### config.mk
export PLATFORM = sky130hd
export DESIGN_NAME = config_interlock_irq_status
export DESIGN_NICKNAME = d
export VERILOG_FILES = /design/src/config_irq_pkg.sv /design/src/config_interlock_irq_status.sv /design/src/config_stage_ctrl.sv
export SDC_FILE = /design/constraint.sdc
export NUM_CORES = 1
export LEC_CHECK = 0
export ABC_AREA = 0
export BUFFER_PORTS_ARGS = -buffer_cell sky130_fd_sc_hd__buf_2
export CAP_MARGIN = 20
export CORE_ASPECT_RATIO = 1.4
export CORE_UTILIZATION = 40
export CTS_BUF_LIST = sky130_fd_sc_hd__clkbuf_4
export CTS_CLUSTER_DIAMETER = 60
export DETAILED_ROUTE_END_ITERATION = 7
export SETUP_SLACK_MARGIN = 0.1
export SYNTH_ARGS = -nofsm -noshare
export SYNTH_HDL_FRONTEND = slang
export SYNTH_HIERARCHICAL = 1
export SYNTH_SLANG_ARGS = --single-unit
### constraint.sdc
create_clock -name i_clk -period 4.3 [get_ports i_clk]
set_input_delay 0.43 -clock i_clk [delete_from_list [all_inputs] [get_ports i_clk]]
set_output_delay 0.43 -clock i_clk [all_outputs]
set_load 0.01 [all_outputs]
### src/config_irq_pkg.sv
// Constants shared by the configuration hold and event status logic
package config_irq_pkg;
  localparam logic [7:0] INTERLOCK_OFFSET = 8'he7;
  localparam logic [7:0] STATUS_OFFSET = 8'he8;
  localparam logic [7:0] MASK_OFFSET = 8'he9;
  localparam int HOLD_BIT = 0;
  localparam int SUMMARY_BIT = 7;
  localparam int SUSPEND_BIT = 4;
  localparam int HOST_CFG_BIT = 3;
  localparam int PORT_POWER_BIT = 2;
  localparam logic [7:0] STATUS_USED_MASK = 8'h9c;
  localparam logic [7:0] MASK_USED_MASK = 8'h1c;
  localparam logic [7:0] INTERLOCK_USED_MASK = 8'h01;
  localparam logic HOLD_RESET = 1'b0;
  localparam logic [7:0] STATUS_RESET = 8'h00;
  localparam logic [7:0] MASK_RESET = 8'h00;
  localparam int CLK_FREQ_HZ = 100_000_000;
  localparam int CONFIG_TIMEOUT_MS = 95;
  localparam int CONFIG_TIMEOUT_CYCLES = CONFIG_TIMEOUT_MS * (CLK_FREQ_HZ / 1000);
  localparam int TIMER_WIDTH = 24;
endpackage

### src/config_interlock_irq_status.sv
// Configuration hold interlock and sticky event status with interrupt output
//
// Function
// RULE1: While the hold bit is 1 the device stays in configuration and accepts register writes.
// RULE2: A serial write of 0 to the hold bit ends the configuration stage at once.
// RULE3: With the hold bit left low and unwritten, configuration ends when the timeout expires.
// RULE4: The configuration timeout is 95 ms.
// RULE5: The SoC writes the interlock register first, within the timeout, before other registers.
// RULE6: After its configuration writes the SoC clears the hold bit to resume operation.
// RULE7: Status bit 7 reads 1 while the interrupt output is held low by an unmasked event.
// RULE8: Writing 0 to bit 7 releases the interrupt output; writing 1 changes nothing.
// RULE9: Bit 4 is set on suspend entry and stays set until written 0; a 1 does nothing.
// RULE10: Bit 3 is set when the host configures the hub, holds until written 0, ignores 1.
// RULE11: Bit 2 is set on a port power update, holds until written 0, ignores 1.
// RULE12: A suspend entry drives the interrupt low only when the suspend mask bit is 1.
// RULE13: Status bits 6:5 and 1:0 read zero and each event flag is captured on its own.
// RULE14: Once low the interrupt output stays low until bit 7 is cleared.
`timescale 1ns/1ns
module config_interlock_irq_status
#(
  parameter int TIMEOUT_CYCLES = config_irq_pkg::CONFIG_TIMEOUT_CYCLES
)
(
  input wire logic i_clk,
  input wire logic i_rstn,
  input wire logic i_reg_wr,
  input wire logic i_reg_rd,
  input wire logic [7:0] i_reg_addr,
  input wire logic [7:0] i_reg_wdata,
  input wire logic i_suspend_evt,
  input wire logic i_host_cfg_evt,
  input wire logic i_port_power_evt,
  output logic [7:0] o_reg_rdata,
  output logic o_config_stage,
  output logic o_cfg_write_accept,
  output logic o_int_n
);
  import config_irq_pkg::*;

  logic hold;
  logic next_hold;
  logic [7:0] mask;
  logic [7:0] next_mask;
  logic [7:0] status;
  logic [7:0] next_status;
  logic [7:0] rdata;
  logic [7:0] next_rdata;
  logic int_n;
  logic next_int_n;
  logic wr_interlock;
  logic wr_status;
  logic wr_mask;
  logic zero_write;
  logic clr_summary;
  logic clr_suspend;
  logic clr_host_cfg;
  logic clr_port_power;
  logic [7:0] events;
  logic unmasked_event;

  // Sticky flag: hardware set wins over a software write of 0
  function automatic logic sticky(input logic cur, input logic set, input logic clr);
    sticky = set | (cur & ~clr);
  endfunction

  function automatic logic hit(input logic [7:0] addr, input logic [7:0] offset);
    hit = (addr == offset);
  endfunction

  assign wr_interlock = i_reg_wr && hit(i_reg_addr, INTERLOCK_OFFSET);
  assign wr_status = i_reg_wr && hit(i_reg_addr, STATUS_OFFSET);
  assign wr_mask = i_reg_wr && hit(i_reg_addr, MASK_OFFSET);
  assign zero_write = wr_interlock && !i_reg_wdata[HOLD_BIT]; // RULE2

  assign clr_summary = wr_status && !i_reg_wdata[SUMMARY_BIT]; // RULE8
  assign clr_suspend = wr_status && !i_reg_wdata[SUSPEND_BIT]; // RULE9
  assign clr_host_cfg = wr_status && !i_reg_wdata[HOST_CFG_BIT]; // RULE10
  assign clr_port_power = wr_status && !i_reg_wdata[PORT_POWER_BIT]; // RULE11

  always_comb
  begin
    events = 8'h00;
    events[SUSPEND_BIT] = i_suspend_evt;
    events[HOST_CFG_BIT] = i_host_cfg_evt;
    events[PORT_POWER_BIT] = i_port_power_evt;
  end

  // Mask gates each event onto the summary
  assign unmasked_event = |(events & mask & MASK_USED_MASK); // RULE12

  // Interlock hold bit and event mask
  always_comb
  begin
    next_hold = hold;
    next_mask = mask;
    if (wr_interlock)
    begin
      next_hold = i_reg_wdata[HOLD_BIT]; // RULE1
    end
    if (wr_mask)
    begin
      next_mask = i_reg_wdata & MASK_USED_MASK;
    end
  end

  always_ff @(posedge i_clk or negedge i_rstn)
  begin
    if (!i_rstn)
    begin
      hold <= HOLD_RESET;
      mask <= MASK_RESET;
    end
    else
    begin
      hold <= next_hold;
      mask <= next_mask;
    end
  end

  // Sticky event flags and summary
  always_comb
  begin
    next_status = 8'h00; // RULE13
    next_status[SUSPEND_BIT] = sticky(status[SUSPEND_BIT], events[SUSPEND_BIT],
                                      clr_suspend); // RULE9
    next_status[HOST_CFG_BIT] = sticky(status[HOST_CFG_BIT], events[HOST_CFG_BIT],
                                       clr_host_cfg); // RULE10
    next_status[PORT_POWER_BIT] = sticky(status[PORT_POWER_BIT], events[PORT_POWER_BIT],
                                         clr_port_power); // RULE11
    next_status[SUMMARY_BIT] = sticky(status[SUMMARY_BIT], unmasked_event,
                                      clr_summary); // RULE8
  end

  always_ff @(posedge i_clk or negedge i_rstn)
  begin
    if (!i_rstn)
    begin
      status <= STATUS_RESET;
    end
    else
    begin
      status <= next_status;
    end
  end

  // Interrupt output follows the summary bit
  always_comb
  begin
    if (next_status[SUMMARY_BIT])
    begin
      next_int_n = 1'b0; // RULE14
    end
    else
    begin
      next_int_n = 1'b1; // RULE8
    end
  end

  always_ff @(posedge i_clk or negedge i_rstn)
  begin
    if (!i_rstn)
    begin
      int_n <= 1'b1;
    end
    else
    begin
      int_n <= next_int_n;
    end
  end

  always_comb
  begin
    next_rdata = rdata;
    if (i_reg_rd)
    begin
      if (hit(i_reg_addr, INTERLOCK_OFFSET))
      begin
        next_rdata = {7'h00, hold} & INTERLOCK_USED_MASK;
      end
      else if (hit(i_reg_addr, STATUS_OFFSET))
      begin
        next_rdata = status & STATUS_USED_MASK; // RULE7
      end
      else if (hit(i_reg_addr, MASK_OFFSET))
      begin
        next_rdata = mask;
      end
      else
      begin
        next_rdata = 8'h00;
      end
    end
  end

  always_ff @(posedge i_clk or negedge i_rstn)
  begin
    if (!i_rstn)
    begin
      rdata <= 8'h00;
    end
    else
    begin
      rdata <= next_rdata;
    end
  end

  config_stage_ctrl
  #(
    .TIMEOUT_CYCLES(TIMEOUT_CYCLES)
  )
  u_stage
  (
    .i_clk(i_clk),
    .i_rstn(i_rstn),
    .i_hold(hold),
    .i_zero_write(zero_write),
    .o_config_stage(o_config_stage)
  );

  assign o_cfg_write_accept = o_config_stage; // RULE1
  assign o_reg_rdata = rdata;
  assign o_int_n = int_n;
endmodule

### src/config_stage_ctrl.sv
// Configuration stage state machine with its startup timeout counter
`timescale 1ns/1ns
module config_stage_ctrl
#(
  parameter int TIMEOUT_CYCLES = config_irq_pkg::CONFIG_TIMEOUT_CYCLES
)
(
  input wire logic i_clk,
  input wire logic i_rstn,
  input wire logic i_hold,
  input wire logic i_zero_write,
  output logic o_config_stage
);
  import config_irq_pkg::*;

  typedef enum logic [1:0]
  {
    ST_CONFIG = 2'b01,
    ST_RUN = 2'b10
  } stage_e;

  localparam logic [TIMER_WIDTH-1:0] LAST_COUNT = TIMER_WIDTH'(TIMEOUT_CYCLES - 1);

  stage_e state;
  stage_e next_state;
  logic [TIMER_WIDTH-1:0] count;
  logic [TIMER_WIDTH-1:0] next_count;
  logic expired;
  logic next_expired;

  always_comb
  begin
    next_state = state;
    next_count = count;
    next_expired = expired;
    case (state)
      ST_CONFIG:
      begin
        if (count == LAST_COUNT)
        begin
          next_expired = 1'b1; // RULE4
        end
        else
        begin
          next_count = count + TIMER_WIDTH'(1); // RULE4
        end
        if (i_zero_write)
        begin
          next_state = ST_RUN; // RULE2
        end
        else if (expired && !i_hold)
        begin
          next_state = ST_RUN; // RULE3
        end
        else
        begin
          next_state = ST_CONFIG; // RULE1
        end
      end
      ST_RUN:
      begin
        next_state = ST_RUN;
      end
      default:
      begin
        next_state = ST_CONFIG;
      end
    endcase
  end

  always_ff @(posedge i_clk or negedge i_rstn)
  begin
    if (!i_rstn)
    begin
      state <= ST_CONFIG;
      count <= '0;
      expired <= 1'b0;
    end
    else
    begin
      state <= next_state;
      count <= next_count;
      expired <= next_expired;
    end
  end

  assign o_config_stage = (state == ST_CONFIG);
endmodule

### Yosys cells after proc, flatten, opt, wreduce, memory -nomap -nowiden

Cells that the tools add are included.

* logic and storage cells: 54
* input port bits: 23
* bits in registers: 44
* output and inout bits: 11

* bitwise logic cells: 14
* reduce and logical (&&, ||, !) cells: 18
* add/subtract/negate cells: 1
* eq/ne operators: 6
* muxes and demuxes: 7

Operators by type and width (number)
* adder 24 x 1 -> 24 bit (second input constant): 1
* equality test 24 bit (second input constant): 1
* equality test 8 bit (second input constant): 3
* 2-to-1 mux 8 bit: 2
* logical AND 1 bit: 9
* logical NOT 1 bit: 6
* bitwise AND 5 bit: 1
* 2-to-1 mux 5 bit: 1
* inverter 1 bit: 5
* bitwise AND 1 bit: 4
* 2-to-1 mux 2 bit: 2
* OR 1 bit: 4
* one-hot mux 2 bit (2 select lines): 1
* AND reduction 2 bit: 2
* OR reduction 3 bit: 1
* equality test 2 x 1 -> 1 bit (second input constant): 1
* equality test 2 bit (second input constant): 1
* 2-to-1 mux 1 bit: 1

### Longest topological paths before layout

Gate-level depths: netlist of the first run.

* depth after elaboration: 7
* mapped depth: 7
* mapped depth without buffers: 6

### Modules after synthesis

The synthesis of the first run kept the hierarchy.

By module, submodules not included
* config_stage_ctrl: seq. area each 676.9 um^2, cells an instance 118, area an instance 1293.7 um^2, times used 1
* config_interlock_irq_status: seq. area each 351.6 um^2, cells an instance 61, area an instance 705.7 um^2, times used 1

### Worst setup path after synthesis of the first run

No wires, ideal clock.

* kind: register -> register
* from: reg u_stage.count[0]
* to: reg u_stage.count[1]
* data required time: 4.175 ns
* path slack: 2.549 ns
* path buffers: 0
* stages on the path, launching flop included: 6
* library setup time: 0.125 ns
* clock period less this slack: 1.751 ns
* data arrival time: 1.626 ns
* cells stage by stage: dfrtp_1 ha_1 and4_1 nand3_2 o31ai_4 mux2_4

* cells in the longest elaborated chain, start to end: 3
* elaborated cells between the ends (all ways): 4
* those cells by class: 1 x add/sub; 1 x eq/ne; 1 x bitwise; 1 x reduce/logical

Ends and longest elaborated chain
* start: declaration: line config_stage_ctrl.sv:26 `logic [TIMER_WIDTH-1:0] count;`
* start signal: assignment: line config_stage_ctrl.sv:82 `count <= next_count;`
* branches (longest 3 deep; another with adder 24 x 1 -> 24 bit)

Several ways; the timed one is not identified.
A chain may end at the register's enable or synchronous reset.

### Final worst setup path of the first run

Ends and elaborated chain as after synthesis.

==> impl_metrics.json, run 1 <==
{
  "run_status": "finished clean",
  "avgViaCountPerCell": 4.97,
  "fin_skew_ps": 13.3,
  "first_global_vias": 1440,
  "cp_max_fo": 9,
  "drtIter0Drc": 38,
  "worst_hold_path_type": "in2async",
  "antenna-diode-count": 0,
  "tritoncts": "built",
  "globalplace.congestion": 0.720,
  "max-clock-path-buffers": 2,
  "regArea_um2": 1030,
  "synthTopCellsByArea": "dfrtp_1, xor2_1, xnor2_1",
  "synth_sequential_area_ratio_pct": 51.4,
  "max-vdd-ir-drop_v": 0.000177,
  "power_density_relative_to_cell_area_nw_per_um2": 371,
  "top_signal_layer_used": "met4",
  "synth_area_per_cell_um2": 11.2,
  "wl_met3_um": 183,
  "floorplan.die_area_um2": 5290,
  "critPathRequiredTime_ps": 4530,
  "detailroute.via_count": 1368,
  "root_buffer": "clkbuf_4",
  "post_layout_nonfiller_instances": 275,
  "num-nets-final": 236,
  "data_arrival_at_the_endpoint_of_the_critical_path_ps": 2180,
  "ctsResizeCount": 0,
  "fp.coreArea_um2": 4840,
  "most_common_flop_cell_mapped_by_yosys": "dfrtp_1",
  "drv_slew": 0,
  "grt_first_pass_wirelength_mm": 6.10,
  "top_ports": 34,
  "wl_mm": 3.59,
  "finalSetupTns_ps": 0,
  "grt_start_max_net_pins": 42,
  "detail-route-antenna-nets": 0,
  "post_synth_most_frequent_cells": "dfrtp_1, nor2_1, nand2_1, xor2_1, xnor2_1",
  "max_cap_violations": 0,
  "final_hold_viol_count": 0,
  "postSynthCellCount": 179,
  "end_kind": "flip-flop",
  "maxClockFrequency_ghz": 0.513,
  "synth-edff-count": 0,
  "final_period_minus_worst_setup_slack_ps": 1950,
  "timing_worst_slew_pin_value_ps": 903,
  "postSynth.asyncResetShare_pct": 100,
  "finalSetupViolCount": 0,
  "synth_to_final_area_change_pct": 13.4,
  "yosys.cell_count.top_type": "dfrtp_1",
  "met2_wirelength_mm": 1.74,
  "initial_utilization_pct": 41.3,
  "synth_cell_type_count": 42,
  "wl_per_cell_um": 13.0,
  "static-leakage-power_uw": 0.00110,
  "grt_antenna_before_repair": 0,
  "post_route_cells_drive_above_1_share_pct": 25.1,
  "multi_input_area_um2": 917,
  "place_hpwl_mm": 2.64,
  "syn-cell-area_um2": 2000,
  "holdBufCountCts": 0,
  "ys_seq_elements": 41,
  "unrepaired_setup_endpoints_after_global_routing": "no",
  "htreeDepth": 2,
  "clock_sink_count": 41,
  "clk-insertion-delay-late_ps": 340,
  "dp.cells": 267,
  "max_slew_margin_pct": 39.8,
  "start_kind": "flip-flop",
  "total_congestion_overflow": 0,
  "width_of_the_die_um": 61.8,
  "timing.final.crit_share_pct": 45.4,
  "numCtsBuffers": 5,
  "synth_top_area_cell": "dfrtp_1",
  "worstSetupPathType": "reg2reg",
  "placementRows": 30,
  "synth_top_area_share_pct": 48.8,
  "drcViolationCount": 0,
  "postCtsSetupBuffers": 0,
  "route.layer.met1.wl_mm": 1.58,
  "port_buffers": 27,
  "filler_cell_count": 447,
  "first_pass_iters": 4,
  "whs_ps": 198,
  "groute.usage.overall_pct": 15.5,
  "fp.dieH_um": 85.7,
  "synthesis.yosys.warnings": 6,
  "cts.reportedPaths.clkPinSlew_ps": 120
}
[cell usage in the layout, fill, tap and decap left out, types with 3 or more instances in the layout]
cell type	Yosys	routed
inv_1	7	7
and4_1	3	3
nor3_1	5	5
o2bb2ai_1	4	4
conb_1	1	3
nand3_1	5	5
nor3b_1	3	3
ha_1	3	3
a21oi_1	5	5
clkbuf_4	0	6
xnor2_1	11	11
nand2_1	17	17
and3_1	4	4
mux2_2	4	4
buf_2	1	27
nand4_1	5	5
xor2_1	12	12
mux2i_1	3	3
dfrtp_1	39	39
nor2_1	18	18
[where the power goes]
part	internal [uW]	switching [uW]
registers	429	40.3
logic	62.9	62.4
clock network	128	118
[cell families (layout without fill, tap and decap cells)]
| family | after synthesis | in the layout | share of synthesized area, % |
|---|---|---|---|
| and+or+nand+nor | 76 | 76 | 22.8 |
| xor gates and xnor gates | 23 | 23 | 10.1 |
| buffers and inverters | 12 | 42 | 3.07 |
| adders and majority gates | 3 | 3 | 1.88 |
| muxes | 8 | 8 | 4.51 |
| DFF | 41 | 41 | 51.4 |
| other | 1 | 3 | 0.188 |
| AOI/OAI and AO/OA | 15 | 15 | 6.01 |
[registers in the layout, summed over array words and instances, names as in the netlist]
| signal | flops |
|---|---|
| u_stage/count | 24 |
| o_reg_rdata | 5 |
| status | 4 |
| mask | 3 |
| u_stage/state | 2 |
| hold | 1 |
| o_int_n | 1 |
| u_stage/expired | 1 |
[worst max-delay path, stage by stage (launching register included)]
cell and delay [ps]:
dfrtp_1 410, ha_1 200, and4_1 270, nand3_2 140
o31ai_4 490, mux2_4 340
[per-stage QoR]
step / cell area, um^2 / power (uW) / setup slack (ps) / utilization (%)
CTS: 2270 / 857 / 2320 / 46.8
detailed placement: 2190 / 603 / 2350 / 45.2
floorplan: 2010 / 561 / 2550 / -
global placement: 2190 / 601 / 2340 / 45.2
finish: 2270 / 841 / 2350 / 46.8
global route: 2270 / 895 / 2200 / 46.8
[layout make-up]
| type | count | area share [%] |
|---|---|---|
| clock buffer | 6 | 1.99 |
| clock inverter | 2 | 1.55 |
| inverter | 7 | 1.16 |
| multi-input combinational | 128 | 40.5 |
| sequential | 41 | 45.4 |
| tap | 64 | 3.53 |
| timing repair buffer | 27 | 5.96 |
[worst paths after layout]
| path | startpoint | end | slack [ps] | cells past startpoint |
|---|---|---|---|---|
| worst max-delay path | u_stage/count[0] | u_stage/count[1] | 2350 | 5 |
| worst min-delay path | i_rstn | o_reg_rdata[2] | 200 | 1 |
| worst max register to register | u_stage/count[0] | u_stage/count[1] | 2350 | 5 |
| worst min register to register | u_stage/count[15] | u_stage/count[15] | 470 | 1 |
| max in group asynchronous | i_rstn | u_stage/count[2] | 3520 | 1 |
| min in group i_clk | i_reg_wdata[3] | mask[3] | 330 | 2 |
[per-layer routing]
| metal | up-vias | track usage (%) |
|---|---|---|
| met5 | - | 0 |
| met4 | 0 | 7.88 |
| met3 | 8 | 3.47 |
| met2 | 39 | 26.7 |
| met1 | 642 | 17.1 |
| li1 | 679 | - |
No activity file was read; power rests on OpenSTA's default activity.
==> run 2, diff against run 1 <==
==> constraint.sdc (replaced) <==
create_clock -name i_clk -period 1.9 [get_ports i_clk]
set_input_delay 0.19 -clock i_clk [delete_from_list [all_inputs] [get_ports i_clk]]
set_output_delay 0.19 -clock i_clk [all_outputs]
set_load 0.01 [all_outputs]
==> impl_metrics.json, run 2 (synthesized netlist as in run 1, its figures left out) <==
{
  "final_common_cell": "dfrtp_1",
  "wl_mm": 3.74,
  "cp_max_fo": 9,
  "worstSetupPathType": "reg2reg",
  "post_layout_nonfiller_instances": 286,
  "fp.coreArea_um2": 4840,
  "finalSetupViolCount": 0,
  "avgViaCountPerCell": 5.01,
  "data_arrival_at_the_endpoint_of_the_critical_path_ps": 1980,
  "width_of_the_die_um": 61.8,
  "critPathRequiredTime_ps": 2140,
  "clock_sink_count": 41,
  "top_ports": 34,
  "placementRows": 30,
  "layout.cells.most_common_list": "dfrtp_1, buf_2, nor2_1, nand2_1, xor2_1",
  "antenna-diode-count": 0,
  "top_register": "u_stage/count",
  "synth_to_final_area_change_pct": 18.6,
  "num-nets-final": 247,
  "largest_reg_flops": 24,
  "max_cap_violations": 0,
  "power_density_relative_to_cell_area_nw_per_um2": 816,
  "place_area_um2": 2250,
  "start_kind": "flip-flop",
  "final_period_minus_worst_setup_slack_ps": 1740,
  "max-clock-path-buffers": 2,
  "grt_start_max_net_pins": 18,
  "clk-insertion-delay-late_ps": 340,
  "timing.final.ws_setup_ps": 158,
  "final_hold_viol_count": 0,
  "cts.reportedPaths.clkPinSlew_ps": 120,
  "finalSetupTns_ps": 0,
  "wl_per_cell_um": 13.1,
  "root_buffer": "clkbuf_4",
  "tritoncts": "built",
  "drtIter0Drc": 25,
  "max-vdd-ir-drop_v": 0.000385,
  "numCtsBuffers": 5,
  "first_pass_iters": 3,
  "unrepaired_setup_endpoints_after_global_routing": "no",
  "globalplace.congestion": 0.737,
  "drv_slew": 0,
  "groute.usage.overall_pct": 15.3,
  "end_kind": "flip-flop",
  "first_global_vias": 1329,
  "floorplan.die_area_um2": 5290,
  "final_instance_area_um2": 2370,
  "worst_hold_path_type": "in2reg",
  "htreeDepth": 2,
  "fin_skew_ps": 5.88,
  "filler_cell_count": 467,
  "static-leakage-power_uw": 0.00115,
  "detail-route-antenna-nets": 0,
  "drcViolationCount": 0,
  "grt_antenna_before_repair": 0,
  "grt_first_pass_wirelength_mm": 5.95,
  "place_hpwl_mm": 2.91,
  "timing.final.crit_share_pct": 91.7,
  "post_route_cells_drive_above_1_share_pct": 30.2,
  "run_status": "finished clean",
  "total_congestion_overflow": 0,
  "fp.dieH_um": 85.7,
  "detailroute.via_count": 1432,
  "port_buffers": 27,
  "initial_utilization_pct": 41.3,
  "maxClockFrequency_ghz": 0.574,
  "place_worst_setup_slack_ps": 109,
  "dp.cells": 274
}
[run 2: through the flow]
step / hold slack (ps) / power (uW) / util (%)
after global placement: 59.0 / 1380 / 46.5
after CTS: 61.2 / 1970 / 48.4
after detailed placement: 59.2 / 1390 / 46.5
after global routing: 57.7 / 2060 / 49.0
after floorplan: -106 / 1270 / -
final: 89.1 / 1940 / 49.0
[run 2: area by class of cell]
type / count / area (um^2) / area share, %
multi-input combinational: 128 / 923 / 38.9
timing repair buffer: 38 / 233 / 9.81
clock inverter: 3 / 41.3 / 1.74
tap: 64 / 80.1 / 3.38
sequential: 41 / 1030 / 43.5
inverter: 7 / 26.3 / 1.11
clock buffer: 5 / 37.5 / 1.58
[run 2: final timing paths]
path | startpoint | to | slack [ps] | cells past startpoint
max | u_stage/count[19] | u_stage/count[1] | 160 | 4
min | i_reg_wdata[3] | mask[3] | 90 | 2
max reg2reg | u_stage/count[19] | u_stage/count[1] | 160 | 4
min reg2reg | u_stage/count[15] | u_stage/count[15] | 470 | 1
max in group asynchronous | i_rstn | o_int_n | 1150 | 3
min in group asynchronous | i_rstn | o_reg_rdata[4] | 210 | 2
[run 2: critical path: stages, from the launching register on]
cell     delay [ps]
dfrtp_1         450
or3_1           450
o31ai_4         280
buf_12          160
mux2_4          290
[run 2: layer usage]
layer	part of all wire, %	track usage (%)
met5	0	0
met4	0.83	6.06
met3	4.3	4.68
met2	52	26.2
met1	43	17.3
[run 2: repair_timing]
action	4_1_cts	5_1_grt
gates cloned	0	0
setup buffers	0	3
setup endpoints to repair	1	1
hold buffers	1	0
resized for setup	2	4
pin swaps	0	3
endpoints found under the hold margin	39	0
[run 2: where the power goes]
| group | internal [uW] | switching (uW) |
|---|---|---|
| Clock | 272 | 279 |
| Combinational | 169 | 154 |
| Sequential | 971 | 90.1 |
==> run 3, diff against run 2 <==
--- a/config.mk
+++ b/config.mk
@@ -8,7 +8,6 @@
 export ABC_AREA = 0
 export BUFFER_PORTS_ARGS = -buffer_cell sky130_fd_sc_hd__buf_2
 export CAP_MARGIN = 20
-export CORE_ASPECT_RATIO = 1.4
 export CORE_UTILIZATION = 40
 export CTS_BUF_LIST = sky130_fd_sc_hd__clkbuf_4
 export CTS_CLUSTER_DIAMETER = 60
==> impl_metrics.json, run 3 (synthesized netlist as in run 1, its figures left out) <==
{
  "run_status": "finished clean",
  "share_comb_of_total_power_pct": 17.6,
  "grt_first_pass_wirelength_mm": 6.08,
  "synth_to_final_area_change_pct": 17.0,
  "first_global_vias": 1349,
  "first_pass_iters": 4,
  "place_hpwl_mm": 2.54,
  "max-vdd-ir-drop_v": 0.000585,
  "avgViaCountPerCell": 4.83,
  "filler_cell_count": 466,
  "finalSetupViolCount": 0,
  "max-clock-path-buffers": 2,
  "peak_per_stage_delay_on_the_critical_path_ps": 410,
  "detailroute.via_count": 1390,
  "top_ports": 34,
  "power_density_relative_to_cell_area_nw_per_um2": 771,
  "timing.final.crit_share_pct": 92.0,
  "num-nets-final": 246,
  "drv_slew": 0,
  "drtIter0Drc": 56,
  "timing_worst_slew_pin_value_ps": 507,
  "globalplace.congestion": 0.770,
  "wl_per_cell_um": 12.2,
  "final_instance_area_um2": 2340,
  "post_route_cells_drive_above_1_share_pct": 29.0,
  "antenna-diode-count": 0,
  "critPathRequiredTime_ps": 2140,
  "critical_path.cell_chain": "and4_2, nand4_1, o31ai_4, buf_12, mux2_4",
  "seqPwrFrac_pct": 58.7,
  "final_common_cell": "dfrtp_1",
  "numCtsBuffers": 5,
  "fin_skew_ps": 9.71,
  "htreeDepth": 2,
  "detail-route-antenna-nets": 0,
  "cts.reportedPaths.clkPinSlew_ps": 130,
  "largest_reg_flops": 24,
  "layout.cells.most_common_list": "dfrtp_1, buf_2, nor2_1, nand2_1, xor2_1",
  "place_worst_setup_slack_ps": 113,
  "start_kind": "flip-flop",
  "tritoncts": "built",
  "clock_sink_count": 41,
  "floorplan.die_area_um2": 5290,
  "clk-insertion-delay-late_ps": 350,
  "placementRows": 25,
  "root_buffer": "clkbuf_4",
  "intPower_uw": 1280,
  "end_kind": "flip-flop",
  "top_register": "u_stage/count",
  "max_cap_violations": 0,
  "maxClockFrequency_ghz": 0.572,
  "regArea_um2": 1030,
  "timing.final.ws_setup_ps": 152,
  "worstSetupPathType": "reg2reg",
  "finish.utilization_pct": 49.2,
  "drcViolationCount": 0,
  "width_of_the_die_um": 72.7,
  "wl_mm": 3.52,
  "static-leakage-power_uw": 0.00114,
  "grt_start_max_net_pins": 42,
  "power.switching_fraction_pct": 29.2,
  "clockPowerShare_pct": 23.7,
  "groute.usage.overall_pct": 15.1,
  "port_buffers": 27,
  "unrepaired_setup_endpoints_after_global_routing": "no",
  "cp.buffers_inverters": 1,
  "final_period_minus_worst_setup_slack_ps": 1750,
  "finalSetupTns_ps": 0,
  "total_congestion_overflow": 0,
  "place_area_um2": 2260,
  "worst_hold_path_type": "in2reg",
  "fp.coreArea_um2": 4750,
  "fp.dieH_um": 72.7,
  "initial_utilization_pct": 42.1,
  "path_delay_family": "simple AND/OR/NAND/NOR gates",
  "net-switching-power_uw": 527,
  "crit_slowest_cell": "dfrtp_1",
  "final_hold_viol_count": 0,
  "grt_antenna_before_repair": 0,
  "multi_input_area_um2": 921,
  "cp_max_fo": 9,
  "max_slew_margin_pct": 66.2,
  "data_arrival_at_the_endpoint_of_the_critical_path_ps": 1990
}
## run 3: path summary, 6_finish.rpt
check	from	end	slack (ps)	depth (start not counted)
max in group asynchronous	i_rstn	u_stage/state[0]	1120	3
worst min-delay path	i_reg_wdata[4]	mask[4]	80	2
worst min register to register	u_stage/count[15]	u_stage/count[15]	480	1
worst max-delay path	u_stage/count[13]	u_stage/count[1]	150	5
min in group asynchronous	i_rstn	o_reg_rdata[7]	410	3
worst max register to register	u_stage/count[13]	u_stage/count[1]	150	5
## run 3: layout make-up
class / instances / area share (%)
inverters: 7 / 1.12
repair buffers: 37 / 9.63
flip-flops and latches: 41 / 44.0
clock buffers: 5 / 1.60
multi-input cells: 128 / 39.4
clock inverters: 3 / 0.749
well taps: 67 / 3.58
## run 3: metal layers
layer	vias up	global-route usage (%)	share of wire, %	routed length (um)
li1	701	-	-	-
met1	643	19.3	48	1700
met2	38	24.2	44	1560
met3	8	4.56	5.6	197
met4	0	5.88	1.6	56
met5	-	0	0	0
## run 3: power by group through the flow
| stage | clock, uW | sequential (uW) | combinational [uW] |
|---|---|---|---|
| finish | 427 | 1060 | 318 |
| global route | 488 | 1080 | 357 |
| CTS | 457 | 1060 | 320 |
| detailed placement | 0 | 1070 | 314 |
| global placement | 0 | 1070 | 309 |
| floorplan | 0 | 1060 | 209 |
## run 3: timing repair
action / in CTS / in global routing
hold buffers: 1 / 0
resized for setup: 1 / 1
setup endpoints to repair: 1 / 1
buffers inserted: 0 / 2
hold endpoints to repair: 39 / 0
cloned: 0 / 0
pin swaps: 0 / 2
## run 3: stage by stage
stage,total power (uW),instances,hold WS (ps)
2_1_floorplan,1270,181,-106
3_3_place_gp,1380,277,285
3_5_place_dp,1380,277,289
4_1_cts,1830,286,66.5
5_1_grt,1920,288,55.9
6_report,1800,288,81.7
